--- src/core/adcc_params.svh ---
/*
 * Register offsets, bit positions, reset values and cycle counts for the
 * converter control block.
 * Assumes: included by bare name from the package and the design file.
 */
`ifndef ADCC_PARAMS_SVH
`define ADCC_PARAMS_SVH

// ==========================================================
// Register offsets on the I/O bus
`define ADCC_OFF_RESL 6'h04
`define ADCC_OFF_RESH 6'h05
`define ADCC_OFF_CSR 6'h06
`define ADCC_OFF_MUX 6'h07
`define ADCC_OFF_SFIO 6'h30

// ==========================================================
// Field positions
`define ADCC_CSR_EN 7
`define ADCC_CSR_SC 6
`define ADCC_CSR_ATE 5
`define ADCC_CSR_IF 4
`define ADCC_CSR_IE 3
`define ADCC_MUX_LAR 5
`define ADCC_SFIO_TS 7:5
`define ADCC_CSR_PS 2:0
`define ADCC_MUX_CH 4:0
`define ADCC_MUX_REF 7:6

// ==========================================================
// Reset values and counts
`define ADCC_RST_BYTE 8'h00
`define ADCC_RST_RES 10'h000
`define ADCC_FIRST_CYCLES 5'd25
`define ADCC_NORM_CYCLES 5'd13
`define ADCC_TS_FREE 3'h0
`define ADCC_PS_MIN_SHIFT 3'h1

`endif

--- src/core/adcc_pkg.sv ---
/*
 * Types shared by the converter control block.
 * Assumes: adcc_params.svh is reachable on the include path.
 */
`include "adcc_params.svh"

package adcc_pkg;

   // ==========================================================
   // One access on the CPU I/O bus
   typedef struct packed {
      logic [5:0] addr;
      logic wr;
      logic rd;
      logic [7:0] wdata;
   } adcc_io_req_t;

   // ==========================================================
   // Interrupt flags of the event sources, index = select code minus one
   typedef struct packed {
      logic t1Capture;
      logic t1Overflow;
      logic t1CompareB;
      logic t0Overflow;
      logic t0Compare;
      logic extInt0;
      logic analogComp;
   } adcc_trig_flags_t;

   // ==========================================================
   // Sequencer states
   typedef enum logic [0:0] {
      ADCC_IDLE,
      ADCC_CONV
   } adcc_state_t;

endpackage

--- src/core/adcc_conversion_control.sv ---
/*
 * Control, sequencing and result registers of a 10-bit successive
 * approximation converter, reached over the CPU I/O bus.
 * Assumes: I/O strobes are one-cycle, synchronous to clock; the analog
 * core holds sarResult valid on the cycle the conversion ends; event
 * flags and the global interrupt enable are synchronous levels.
 */
`timescale 1ns/10ps
`default_nettype none
`include "adcc_params.svh"

module adcc_conversion_control (
   input wire logic clock,
   input wire logic nrst,
   input wire adcc_pkg::adcc_io_req_t ioReq,
   output logic [7:0] ioRdata,
   input wire adcc_pkg::adcc_trig_flags_t trigFlags,
   input wire logic globalIrqEnable,
   input wire logic irqVectorAck,
   input wire logic [9:0] sarResult,
   output logic irqRequest,
   output logic converterOn,
   output logic convStart,
   output logic [4:0] activeChannel,
   output logic [1:0] activeReference
);
   import adcc_pkg::*;

   // ==========================================================
   // Helpers
   // Prescaler terminal count: divisor minus one
   function automatic logic [6:0] presTop(input logic [2:0] sel);
      logic [2:0] sh;
      sh = (sel < `ADCC_PS_MIN_SHIFT) ? `ADCC_PS_MIN_SHIFT : sel;
      presTop = 7'((8'h01 << sh) - 8'h01);
   endfunction

   // ==========================================================
   // State
   logic enable_q, autoTrig_q, irqEn_q, doneFlag_q, firstPend_q, longConv_q;
   logic [2:0] presSel_q, trigSel_q;
   logic [7:0] muxReg_q;
   logic [9:0] result_q;
   logic lock_q, trigPrev_q;
   logic [6:0] presCnt_q;
   logic [4:0] convCnt_q;
   adcc_state_t state_q;
   logic [7:0] ioRdata_q;
   logic irq_q, conv_q, start_q;
   logic [4:0] chan_q;
   logic [1:0] ref_q;

   // ==========================================================
   // Bus decode
   logic wrCsr, wrMux, wrSfio, rdLow, rdHigh;
   assign wrCsr = ioReq.wr && (ioReq.addr == `ADCC_OFF_CSR);
   assign wrMux = ioReq.wr && (ioReq.addr == `ADCC_OFF_MUX);
   assign wrSfio = ioReq.wr && (ioReq.addr == `ADCC_OFF_SFIO);
   assign rdLow = ioReq.rd && (ioReq.addr == `ADCC_OFF_RESL);
   assign rdHigh = ioReq.rd && (ioReq.addr == `ADCC_OFF_RESH);

   // ==========================================================
   // Sequencing terms
   logic enNext, busy, tick, convDone, swStart, trigSig, trigEdge;
   logic freeRun, startNow, abort;
   logic [4:0] convLimit;
   assign enNext = wrCsr ? ioReq.wdata[`ADCC_CSR_EN] : enable_q;
   assign abort = enable_q && !enNext;
   assign busy = (state_q == ADCC_CONV);
   assign tick = (presCnt_q == presTop(presSel_q));
   assign convLimit = longConv_q ? `ADCC_FIRST_CYCLES : `ADCC_NORM_CYCLES;
   assign convDone = busy && tick && (convCnt_q == convLimit - 5'd1);
   // A zero written to the start bit never reaches startNow
   assign swStart = wrCsr && ioReq.wdata[`ADCC_CSR_SC];
   // Select code 0 feeds no flag, so free running makes no edge
   assign trigSig = autoTrig_q && (trigSel_q != `ADCC_TS_FREE) &&
                    trigFlags[trigSel_q - 3'h1];
   assign trigEdge = trigSig && !trigPrev_q;
   assign freeRun = autoTrig_q && (trigSel_q == `ADCC_TS_FREE);
   // Requests during a running conversion are dropped unless it ends that cycle
   assign startNow = enNext && (!busy || convDone) &&
                     (swStart || trigEdge || (convDone && freeRun));

   // ==========================================================
   // Control register fields
   always_ff @(posedge clock or negedge nrst) begin
      if (!nrst) begin
         enable_q <= 1'b0;
         autoTrig_q <= 1'b0;
         irqEn_q <= 1'b0;
         presSel_q <= 3'h0;
      end else if (wrCsr) begin
         enable_q <= ioReq.wdata[`ADCC_CSR_EN];
         autoTrig_q <= ioReq.wdata[`ADCC_CSR_ATE];
         irqEn_q <= ioReq.wdata[`ADCC_CSR_IE];
         presSel_q <= ioReq.wdata[`ADCC_CSR_PS];
      end
   end

   // Channel, reference and justify bits; justify resets to right
   always_ff @(posedge clock or negedge nrst) begin
      if (!nrst) begin
         muxReg_q <= `ADCC_RST_BYTE;
      end else if (wrMux) begin
         muxReg_q <= ioReq.wdata;
      end
   end

   // Trigger select field
   always_ff @(posedge clock or negedge nrst) begin
      if (!nrst) begin
         trigSel_q <= 3'h0;
      end else if (wrSfio) begin
         trigSel_q <= ioReq.wdata[`ADCC_SFIO_TS];
      end
   end

   // ==========================================================
   // Done flag: hardware set wins over write-one or vector clear
   always_ff @(posedge clock or negedge nrst) begin
      if (!nrst) begin
         doneFlag_q <= 1'b0;
      end else if (convDone) begin
         doneFlag_q <= 1'b1;
      end else if ((wrCsr && ioReq.wdata[`ADCC_CSR_IF]) || irqVectorAck) begin
         doneFlag_q <= 1'b0;
      end
   end

   // ==========================================================
   // Prescaler runs only while enabled, so the first conversion after
   // power up starts from a known phase
   always_ff @(posedge clock or negedge nrst) begin
      if (!nrst) begin
         presCnt_q <= 7'h00;
      end else if (!enable_q || tick) begin
         presCnt_q <= 7'h00;
      end else begin
         presCnt_q <= presCnt_q + 7'h01;
      end
   end

   // Pending initialisation: set when the converter is switched on without a start in the same cycle
   always_ff @(posedge clock or negedge nrst) begin
      if (!nrst) begin
         firstPend_q <= 1'b0;
      end else if (!enable_q && enNext) begin
         firstPend_q <= !startNow;
      end else if (startNow) begin
         firstPend_q <= 1'b0;
      end
   end

   // ==========================================================
   // Conversion sequencer
   always_ff @(posedge clock or negedge nrst) begin
      if (!nrst) begin
         state_q <= ADCC_IDLE;
         convCnt_q <= 5'h00;
         longConv_q <= 1'b0;
      end else begin
         case (state_q)
            ADCC_IDLE: begin
               if (startNow) begin
                  state_q <= ADCC_CONV;
                  convCnt_q <= 5'h00;
                  longConv_q <= firstPend_q || !enable_q;
               end
            end
            ADCC_CONV: begin
               if (abort) begin
                  state_q <= ADCC_IDLE;
               end else if (convDone) begin
                  convCnt_q <= 5'h00;
                  longConv_q <= 1'b0;
                  if (!startNow) begin
                     state_q <= ADCC_IDLE;
                  end
               end else if (tick) begin
                  convCnt_q <= convCnt_q + 5'h01;
               end
            end
            default: begin
               state_q <= ADCC_IDLE;
            end
         endcase
      end
   end

   // ==========================================================
   // Trigger history, sampled every cycle so a source switch is seen
   always_ff @(posedge clock or negedge nrst) begin
      if (!nrst) begin
         trigPrev_q <= 1'b0;
      end else begin
         trigPrev_q <= trigSig;
      end
   end

   // ==========================================================
   // Result store; the analog core already gives two's complement for
   // differential channels, so the bits are kept as delivered
   always_ff @(posedge clock or negedge nrst) begin
      if (!nrst) begin
         result_q <= `ADCC_RST_RES;
      end else if (convDone && !lock_q) begin
         result_q <= sarResult;
      end
   end

   // Read lock: a low-byte read freezes the pair until the high read
   always_ff @(posedge clock or negedge nrst) begin
      if (!nrst) begin
         lock_q <= 1'b0;
      end else if (rdHigh) begin
         lock_q <= 1'b0;
      end else if (rdLow) begin
         lock_q <= 1'b1;
      end
   end

   // ==========================================================
   // Read data; justification applied at read time so a change of the
   // justify bit shows at once
   logic [7:0] rdMux;
   logic lar;
   assign lar = muxReg_q[`ADCC_MUX_LAR];
   always_comb begin
      rdMux = `ADCC_RST_BYTE;
      case (ioReq.addr)
         `ADCC_OFF_RESL: rdMux = lar ? {result_q[1:0], 6'h00} : result_q[7:0];
         `ADCC_OFF_RESH: rdMux = lar ? result_q[9:2] : {6'h00, result_q[9:8]};
         `ADCC_OFF_CSR: rdMux = {enable_q, busy, autoTrig_q, doneFlag_q,
                                 irqEn_q, presSel_q};
         `ADCC_OFF_MUX: rdMux = muxReg_q;
         `ADCC_OFF_SFIO: rdMux = {trigSel_q, 5'h00};
         default: rdMux = `ADCC_RST_BYTE;
      endcase
   end

   always_ff @(posedge clock or negedge nrst) begin
      if (!nrst) begin
         ioRdata_q <= `ADCC_RST_BYTE;
      end else if (ioReq.rd) begin
         ioRdata_q <= rdMux;
      end
   end

   // ==========================================================
   // Outputs to the analog core and the interrupt controller
   always_ff @(posedge clock or negedge nrst) begin
      if (!nrst) begin
         irq_q <= 1'b0;
         conv_q <= 1'b0;
         start_q <= 1'b0;
      end else begin
         irq_q <= doneFlag_q && irqEn_q && globalIrqEnable;
         conv_q <= enNext;
         start_q <= startNow;
      end
   end

   // Channel and reference only move while no conversion runs
   always_ff @(posedge clock or negedge nrst) begin
      if (!nrst) begin
         chan_q <= 5'h00;
         ref_q <= 2'h0;
      end else if (!busy || convDone) begin
         chan_q <= muxReg_q[`ADCC_MUX_CH];
         ref_q <= muxReg_q[`ADCC_MUX_REF];
      end
   end

   assign ioRdata = ioRdata_q;
   assign irqRequest = irq_q;
   assign converterOn = conv_q;
   assign convStart = start_q;
   assign activeChannel = chan_q;
   assign activeReference = ref_q;

   // ==========================================================
   // Checks
   a_abort_on_disable: assert property (@(posedge clock) disable iff (!nrst)
      (busy && abort) |=> !busy) else $error("conversion not aborted");
   a_start_sets_busy: assert property (@(posedge clock) disable iff (!nrst)
      (!busy && swStart && enNext) |=> busy ##0 convStart) else $error("start lost");
   a_first_is_long: assert property (@(posedge clock) disable iff (!nrst)
      (!enable_q && enNext) |=> (busy ? longConv_q : firstPend_q))
      else $error("first conversion not long");
   a_flag_on_done: assert property (@(posedge clock) disable iff (!nrst)
      convDone |=> doneFlag_q) else $error("done flag not set");
   a_irq_gate: assert property (@(posedge clock) disable iff (!nrst)
      ##1 irqRequest == $past(doneFlag_q && irqEn_q && globalIrqEnable))
      else $error("irq gating wrong");
   a_flag_w1c: assert property (@(posedge clock) disable iff (!nrst)
      (wrCsr && ioReq.wdata[`ADCC_CSR_IF] && !convDone) |=> !doneFlag_q)
      else $error("flag not cleared");
   a_lock_holds: assert property (@(posedge clock) disable iff (!nrst)
      lock_q |=> $stable(result_q)) else $error("locked result changed");
   a_free_restart: assert property (@(posedge clock) disable iff (!nrst)
      (convDone && freeRun && enNext) |=> (busy && convStart))
      else $error("free run stopped");
   a_no_auto_trig: assert property (@(posedge clock) disable iff (!nrst)
      (!autoTrig_q && !busy && !swStart) |=> !busy) else $error("stray start");
endmodule

`default_nettype wire

--- config.mk ---
export PLATFORM = sky130hd
export DESIGN_NAME = adcc_conversion_control
export DESIGN_NICKNAME = d
export VERILOG_FILES = /design/src/core/adcc_pkg.sv /design/src/core/adcc_conversion_control.sv
export VERILOG_INCLUDE_DIRS = /design/src /design/src/core
export SDC_FILE = /design/constraint.sdc
export NUM_CORES = 1
export LEC_CHECK = 0
export ABC_AREA = 1
export BUFFER_PORTS_ARGS = -buffer_cell sky130_fd_sc_hd__buf_2
export CAP_MARGIN = 15
export CORE_ASPECT_RATIO = 1.5
export CORE_UTILIZATION = 46
export CTS_BUF_LIST = sky130_fd_sc_hd__clkbuf_2
export DETAILED_ROUTE_END_ITERATION = 6
export PLACE_DENSITY = 0.74
export RECOVER_POWER = 25
export SYNTH_ARGS = -nofsm -noshare
export SYNTH_HDL_FRONTEND = slang
export SYNTH_SLANG_ARGS = --single-unit
--- constraint.sdc ---
create_clock -name clock -period 2.3 [get_ports clock]
set_input_delay 0.23 -clock clock [delete_from_list [all_inputs] [get_ports clock]]
set_output_delay 0.23 -clock clock [all_outputs]
set_load 0.02 [all_outputs]
==> impl_metrics.py, run 1 <==
metrics = {
    "route": {
        "avgRoutedWirePerCell_microns": 14.3,
        "drt_iter0_drc": 145,
        "wl_mm": 7.95,
        "vias": 2906,
        "via_per_inst": 5.24,
        "drcViolationCount": 2,
        "firstDrtPassIters": 6,
        "ant_nets": 0,
    },
    "worst_setup_path": {
        "critical_path.max_stage_delay_ps": 460,
        "critical-path-top-delay-family": "simple AND/OR/NAND/NOR gates",
        "path_cells": "inv_1, ha_1, nand3_1, nor3_2, nand3_2, nand2_1, mux2_2",
        "start_kind": "flop",
        "cp_max_fo": 12,
        "crit_slowest_cell": "dfrtp_1",
        "crit_path_end_kind": "flop",
        "required_ps": 2720,
        "path_class": "flop to flop",
        "cp.arrival_ps": 2490,
        "crit_buf_inv": 1,
    },
    "die": {
        "num_rows": 37,
        "io_pins": 55,
        "die-area_sq_um": 7430,
        "core_area_sq_um": 6850,
        "die_h_microns": 105,
        "start_util": 0.475,
        "die_w_microns": 70.7,
    },
    "placed_design": {
        "hpwl_mm": 5.90,
        "dpl-instance-area_sq_um": 3620,
        "dp_worst_setup_slack_ps": 241,
        "globalplace.congestion": 0.924,
        "port_buffers": 54,
    },
    "timing": {
        "fin_crit_ps": 2070,
        "max_freq_mhz": 482,
        "max_slew.worst_pin.slew_ps": 1370,
        "fin_crit_sh": 0.901,
        "relSlewSlack": 0.0879,
        "clock_skew_ps": 24.4,
        "finalHoldViolCount": 0,
        "fin_ws_ps": 227,
        "fin_tns_setup_ps": 0,
        "drv_slew": 0,
        "rsz0062_at_grt": "false",
        "setup_viol_count_final": 0,
    },
    "layout": {
        "syn2layout_area_growth_pct": 20.8,
        "drive_above_1_share": 0.210,
        "nets": 514,
        "utilization": 0.574,
        "fillCellCount": 646,
        "final_cell_area_sq_um": 3930,
        "antenna_cells": 0,
    },
    "pwr": {
        "power_leakage_uw": 0.00208,
        "ir_drop_v": 0.000517,
        "power_uw": 2940,
        "power.density_nw_per_um2": 748,
    },
    "global_routing": {
        "grt_use_met1": 0.243,
        "antenna_found_initial": 0,
        "grt_max_degree": 39,
        "grt_pass1_vias": 3008,
        "grt_usage": 0.241,
        "busiest_layer": "met2",
        "grt_pass1_wl_mm": 13.6,
        "use_met2": 0.452,
        "grt_overflow": 0,
        "grt_use_met3": 0.0434,
    },
    "cts": {
        "ctsResizeCount": 0,
        "cts_root_buffer": "clkbuf_2",
        "ctsLongestPathBuffers": 2,
        "insertion_delay_ps": 520,
        "cts_buffers": 9,
        "cts.clk_slew.worst_paths_ps": 170,
        "cts_hold_buf": 21,
        "cts_tree": "done",
        "cts_setup_buffers": 0,
        "cts-htree-levels": 3,
        "cts_num_sinks": 62,
    },
    "synthesis": {
        "synth_seq_cells": 62,
        "yosysUniqueCellTypes": 38,
        "yosysTopAreaCellShare": 0.476,
        "synthArstFlopShare": 1.00,
        "synthTopCellsByCount": "nand2_1, dfrtp_1, inv_1",
        "ys_seq_area_frac": 0.476,
        "syn-cell-area_sq_um": 3260,
        "synth.area.top_cells": "dfrtp_1, nand2_1, inv_1",
        "avgSynthCellArea_sq_um": 8.35,
        "synthCells": 390,
        "yosysTopAreaCell": "dfrtp_1",
        "synth_warnings": 0,
        "yosys_most_used_dff": "dfrtp_1",
        "syn-num-nets": 432,
        "synth_edf_count": 0,
        "synth_most_common_cell": "nand2_1",
    },
    "min_path": {
        "hp-class": "primary input to flop",
    },
    "status": {
        "violations": "DRC",
        "status": "complete, but fails checks",
    },
    "flow_run": {
        "cap_violations": 0,
    },
}
## kinds of logic after synthesis
family	count (synthesis)	share of synthesized area
and+or+nand+nor	191	0.261
DFF	62	0.476
buffers and inverters	59	0.0734
AOI/OAI and AO/OA	49	0.0864
muxes	16	0.0622
xor gates and xnor gates	8	0.0215
adders and majority gates	5	0.0192
## tightest hold or removal path, stage by stage
cell,delay [ps]
buf_2,80
inv_1,70
o21ai_0,150
## per-layer routing
metal	wire (microns)	vias to the layer above
li1	-	1429
met1	2920	1384
met3	270	18
met2	4530	75
met5	0	-
met4	225	0
## final timing paths
check	startpoint	endpoint	slack (ps)	cells after the start
worst max-delay path	convCnt_q[0]$_DFFE_PN0P_	activeReference[1]$_DFFE_PN0P_	230	7
worst min-delay path	ioReq[7]	muxReg_q[7]$_DFFE_PN0P_	40	3
worst max register to register	convCnt_q[0]$_DFFE_PN0P_	activeReference[1]$_DFFE_PN0P_	230	7
worst min register to register	ioRdata[1]$_DFFE_PN0P_	ioRdata[1]$_DFFE_PN0P_	500	2
max in group asynchronous	nrst	ioRdata[5]$_DFFE_PN0P_	480	3
min in group asynchronous	nrst	presCnt_q[6]$_DFF_PN0_	530	2
## where the power goes
part	switching, uW	internal, uW
Combinational	487	313
Clock	404	352
Sequential	147	1240
Total	1040	1900
## through the flow
| stage | hold WS (ps) | instances |
|---|---|---|
| floorplan | -65.6 | 390 |
| global placement | 272 | 518 |
| detailed placement | 275 | 518 |
| CTS | 11.2 | 555 |
| global route | 9.57 | 555 |
| finish | 42.8 | 555 |
## area by class of cell
type | count | area (sq um) | area share
Multi-Input combinational cell | 269 | 1460 | 0.371
Timing Repair Buffer | 78 | 497 | 0.126
Sequential cell | 62 | 1550 | 0.394
Clock inverter | 7 | 88.8 | 0.0226
Clock buffer | 9 | 45.0 | 0.0115
Tap cell | 78 | 97.6 | 0.0248
Inverter | 52 | 195 | 0.0496
## cells in the final DEF (no fill, tap or decap), types with 2 or more instances in the layout
cell type and count:
nand2_1 110, dfrtp_1 62, buf_2 52, inv_1 48, nor2_1 32, dlygate4sd3_1 21, o21ai_0 20, nand3_1 17
a21oi_1 17, nand4_1 10, mux2_2 10, clkbuf_2 9, xor2_1 6, mux2_4 6, nor3_1 5, ha_1 5
clkinv_1 4, nand3_2 4, nand2_2 3, a221oi_1 3, clkbuf_1 3, xnor2_1 2, nor2_2 2, inv_2 2
nor3b_1 2, a211oi_1 2, o2111ai_1 2, bufinv_16 2
## state kept, by name (all words and copies together), names as in the netlist
name             flops
trigPrev_q           1
activeReference      2
trigSel_q            3
busy                 1
convStart            1
presCnt_q            7
muxReg_q             8
ioRdata              8
irqRequest           1
autoTrig_q           1
converterOn          1
presSel_q            3
irqEn_q              1
activeChannel        5
firstPend_q          1
doneFlag_q           1
convCnt_q            5
longConv_q           1
result_q            10
lock_q               1
(Power assumes the default switching activity.)
==> run 2: changes to the inputs <==
- PLACE_DENSITY: 0.74 -> 0.67
==> run 2 against run 1 <==
- the flow still finishes with violations (DRC)
- global-route usage is 1.4 points lower
- highest routed layer unchanged
- critical path type unchanged
- largest power group unchanged
- sequential share of layout area increased by 0.90 points
- utilization decreased by 1.3 points
- power is 8.0% lower
- fmax grew 1.6%
==> impl_metrics.py, run 2 (same netlist as run 1, synthesis figures left out) <==
metrics = {
    "status": {
        "status": "complete, but fails checks",
        "violations": "DRC",
    },
    "timing": {
        "finalHoldViolCount": 0,
        "fin_ws_ps": 259,
        "relSlewSlack": 0.369,
        "fin_crit_ps": 2040,
        "fin_crit_sh": 0.887,
        "rsz0062_at_grt": "false",
        "max_slew.worst_pin.slew_ps": 947,
        "fin_tns_setup_ps": 0,
        "max_freq_mhz": 490,
        "clock_skew_ps": 25.8,
        "drv_slew": 0,
        "setup_viol_count_final": 0,
    },
    "layout": {
        "nets": 512,
        "final_cell_area_sq_um": 3850,
        "seqCellArea_sq_um": 1550,
        "drive_above_1_share": 0.217,
        "utilization": 0.561,
        "top_register": "result_q",
        "multi_input_area_sq_um": 1450,
        "largest_reg_flops": 10,
        "final_common_cell": "nand2_1",
        "final_cell_mix": "nand2_1, dfrtp_1, buf_2",
        "fillCellCount": 652,
        "syn2layout_area_growth_pct": 18.1,
        "antenna_cells": 0,
    },
    "cts": {
        "cts_root_buffer": "clkbuf_2",
        "cts.clk_slew.worst_paths_ps": 160,
        "insertion_delay_ps": 470,
        "cts_tree": "done",
        "cts-htree-levels": 3,
        "cts_num_sinks": 62,
        "cts_setup_buffers": 0,
        "cts_buffers": 9,
        "ctsLongestPathBuffers": 2,
    },
    "worst_setup_path": {
        "path_cells": "inv_1, ha_1, nand3_1, nor3_2, nand3_2, nand2_1, mux2_2",
        "crit_slowest_cell": "dfrtp_1",
        "reg2reg_slack_ps": 260,
        "start_kind": "flop",
        "crit_path_end_kind": "flop",
        "crit_end": "activeReference[1]$_DFFE_PN0P_",
        "cp_max_fo": 12,
        "critical_path.max_stage_delay_ps": 450,
        "required_ps": 2660,
        "path_class": "flop to flop",
        "r2r_start": "convCnt_q[0]$_DFFE_PN0P_",
        "r2r_cells": 7,
        "startpoint": "convCnt_q[0]$_DFFE_PN0P_",
        "cp.arrival_ps": 2400,
        "rr_endpoint": "activeReference[1]$_DFFE_PN0P_",
    },
    "global_routing": {
        "grt_max_degree": 39,
        "antenna_found_initial": 0,
        "grt_pass1_vias": 2866,
        "grt_pass1_wl_mm": 12.8,
        "grt_usage": 0.227,
        "grt_overflow": 0,
    },
    "die": {
        "die-area_sq_um": 7430,
        "start_util": 0.475,
        "die_w_microns": 70.7,
        "io_pins": 55,
        "num_rows": 37,
        "core_area_sq_um": 6850,
        "die_h_microns": 105,
    },
    "route": {
        "avgRoutedWirePerCell_microns": 14.0,
        "drt_iter0_drc": 193,
        "vias": 2886,
        "firstDrtPassIters": 7,
        "via_per_inst": 5.23,
        "ant_nets": 0,
        "drcViolationCount": 2,
        "wl_mm": 7.73,
    },
    "placed_design": {
        "port_buffers": 54,
        "dp_worst_setup_slack_ps": 267,
        "globalplace.congestion": 0.944,
        "dpl-instance-area_sq_um": 3620,
        "hpwl_mm": 6.04,
    },
    "pwr": {
        "power.density_nw_per_um2": 703,
        "ir_drop_v": 0.000422,
        "power_leakage_uw": 0.00206,
    },
    "min_path": {
        "min_delay_path_depth": 3,
        "min_from": "ioReq[0]",
        "hp-class": "primary input to flop",
    },
    "flow_run": {
        "cap_violations": 0,
    },
}
-- run 2: how the worst min path moves through the flow --
| stage | endpoint |
|---|---|
| 2_1_floorplan | activeChannel[0]$_DFFE_PN0P_ |
| 3_3_place_gp | trigSel_q[0]$_DFFE_PN0P_ |
| 3_5_place_dp | trigPrev_q$_DFF_PN0_ |
| 4_1_cts | muxReg_q[0]$_DFFE_PN0P_ |
| 5_1_grt | muxReg_q[0]$_DFFE_PN0P_ |
| 6_report | muxReg_q[0]$_DFFE_PN0P_ |
-- run 2: where the power goes --
| part | switching (uW) | internal (uW) | leakage, uW |
|---|---|---|---|
| logic | 487 | 309 | 0.00120 |
| clock network | 361 | 152 | 0.0000618 |
| registers | 157 | 1240 | 0.000802 |
-- run 2: final cells by class --
| class | count | area share |
|---|---|---|
| sequential | 62 | 0.403 |
| multi-input combinational | 269 | 0.378 |
| timing repair buffer | 76 | 0.123 |
| inverter | 52 | 0.0507 |
| tap | 78 | 0.0254 |
| clock buffer | 13 | 0.0169 |
| clock inverter | 2 | 0.00260 |
-- run 2: critical path: cells and delay by family, from the launching register on --
family | cells | cell delay (ps)
flip-flops | 1 | 450
multiplexers | 1 | 380
AND/OR/NAND/NOR | 4 | 870
buffers and inverters | 1 | 70
adder cells (fa/ha/maj) | 1 | 160
-- run 2: timing repair --
action | in CTS | in global routing
endpoints found under the hold margin | 54 | 0
hold buffers | 17 | 0
resized for setup | 0 | 0
-- run 2: per-layer routing --
layer | GRT usage | share of wire
met1 | 0.237 | 0.38
met2 | 0.411 | 0.54
met4 | 0.133 | 0.041
met3 | 0.0463 | 0.035
met5 | 0 | 0
-- run 2: metrics by stage --
stage	std cells	hold WS, ps	total power [uW]
after floorplan	390	-65.6	1940
after global placement	520	388	2180
after detailed placement	520	390	2200
after CTS	552	2.48	2740
after global routing	552	13.4	2890
final	552	46.6	2710
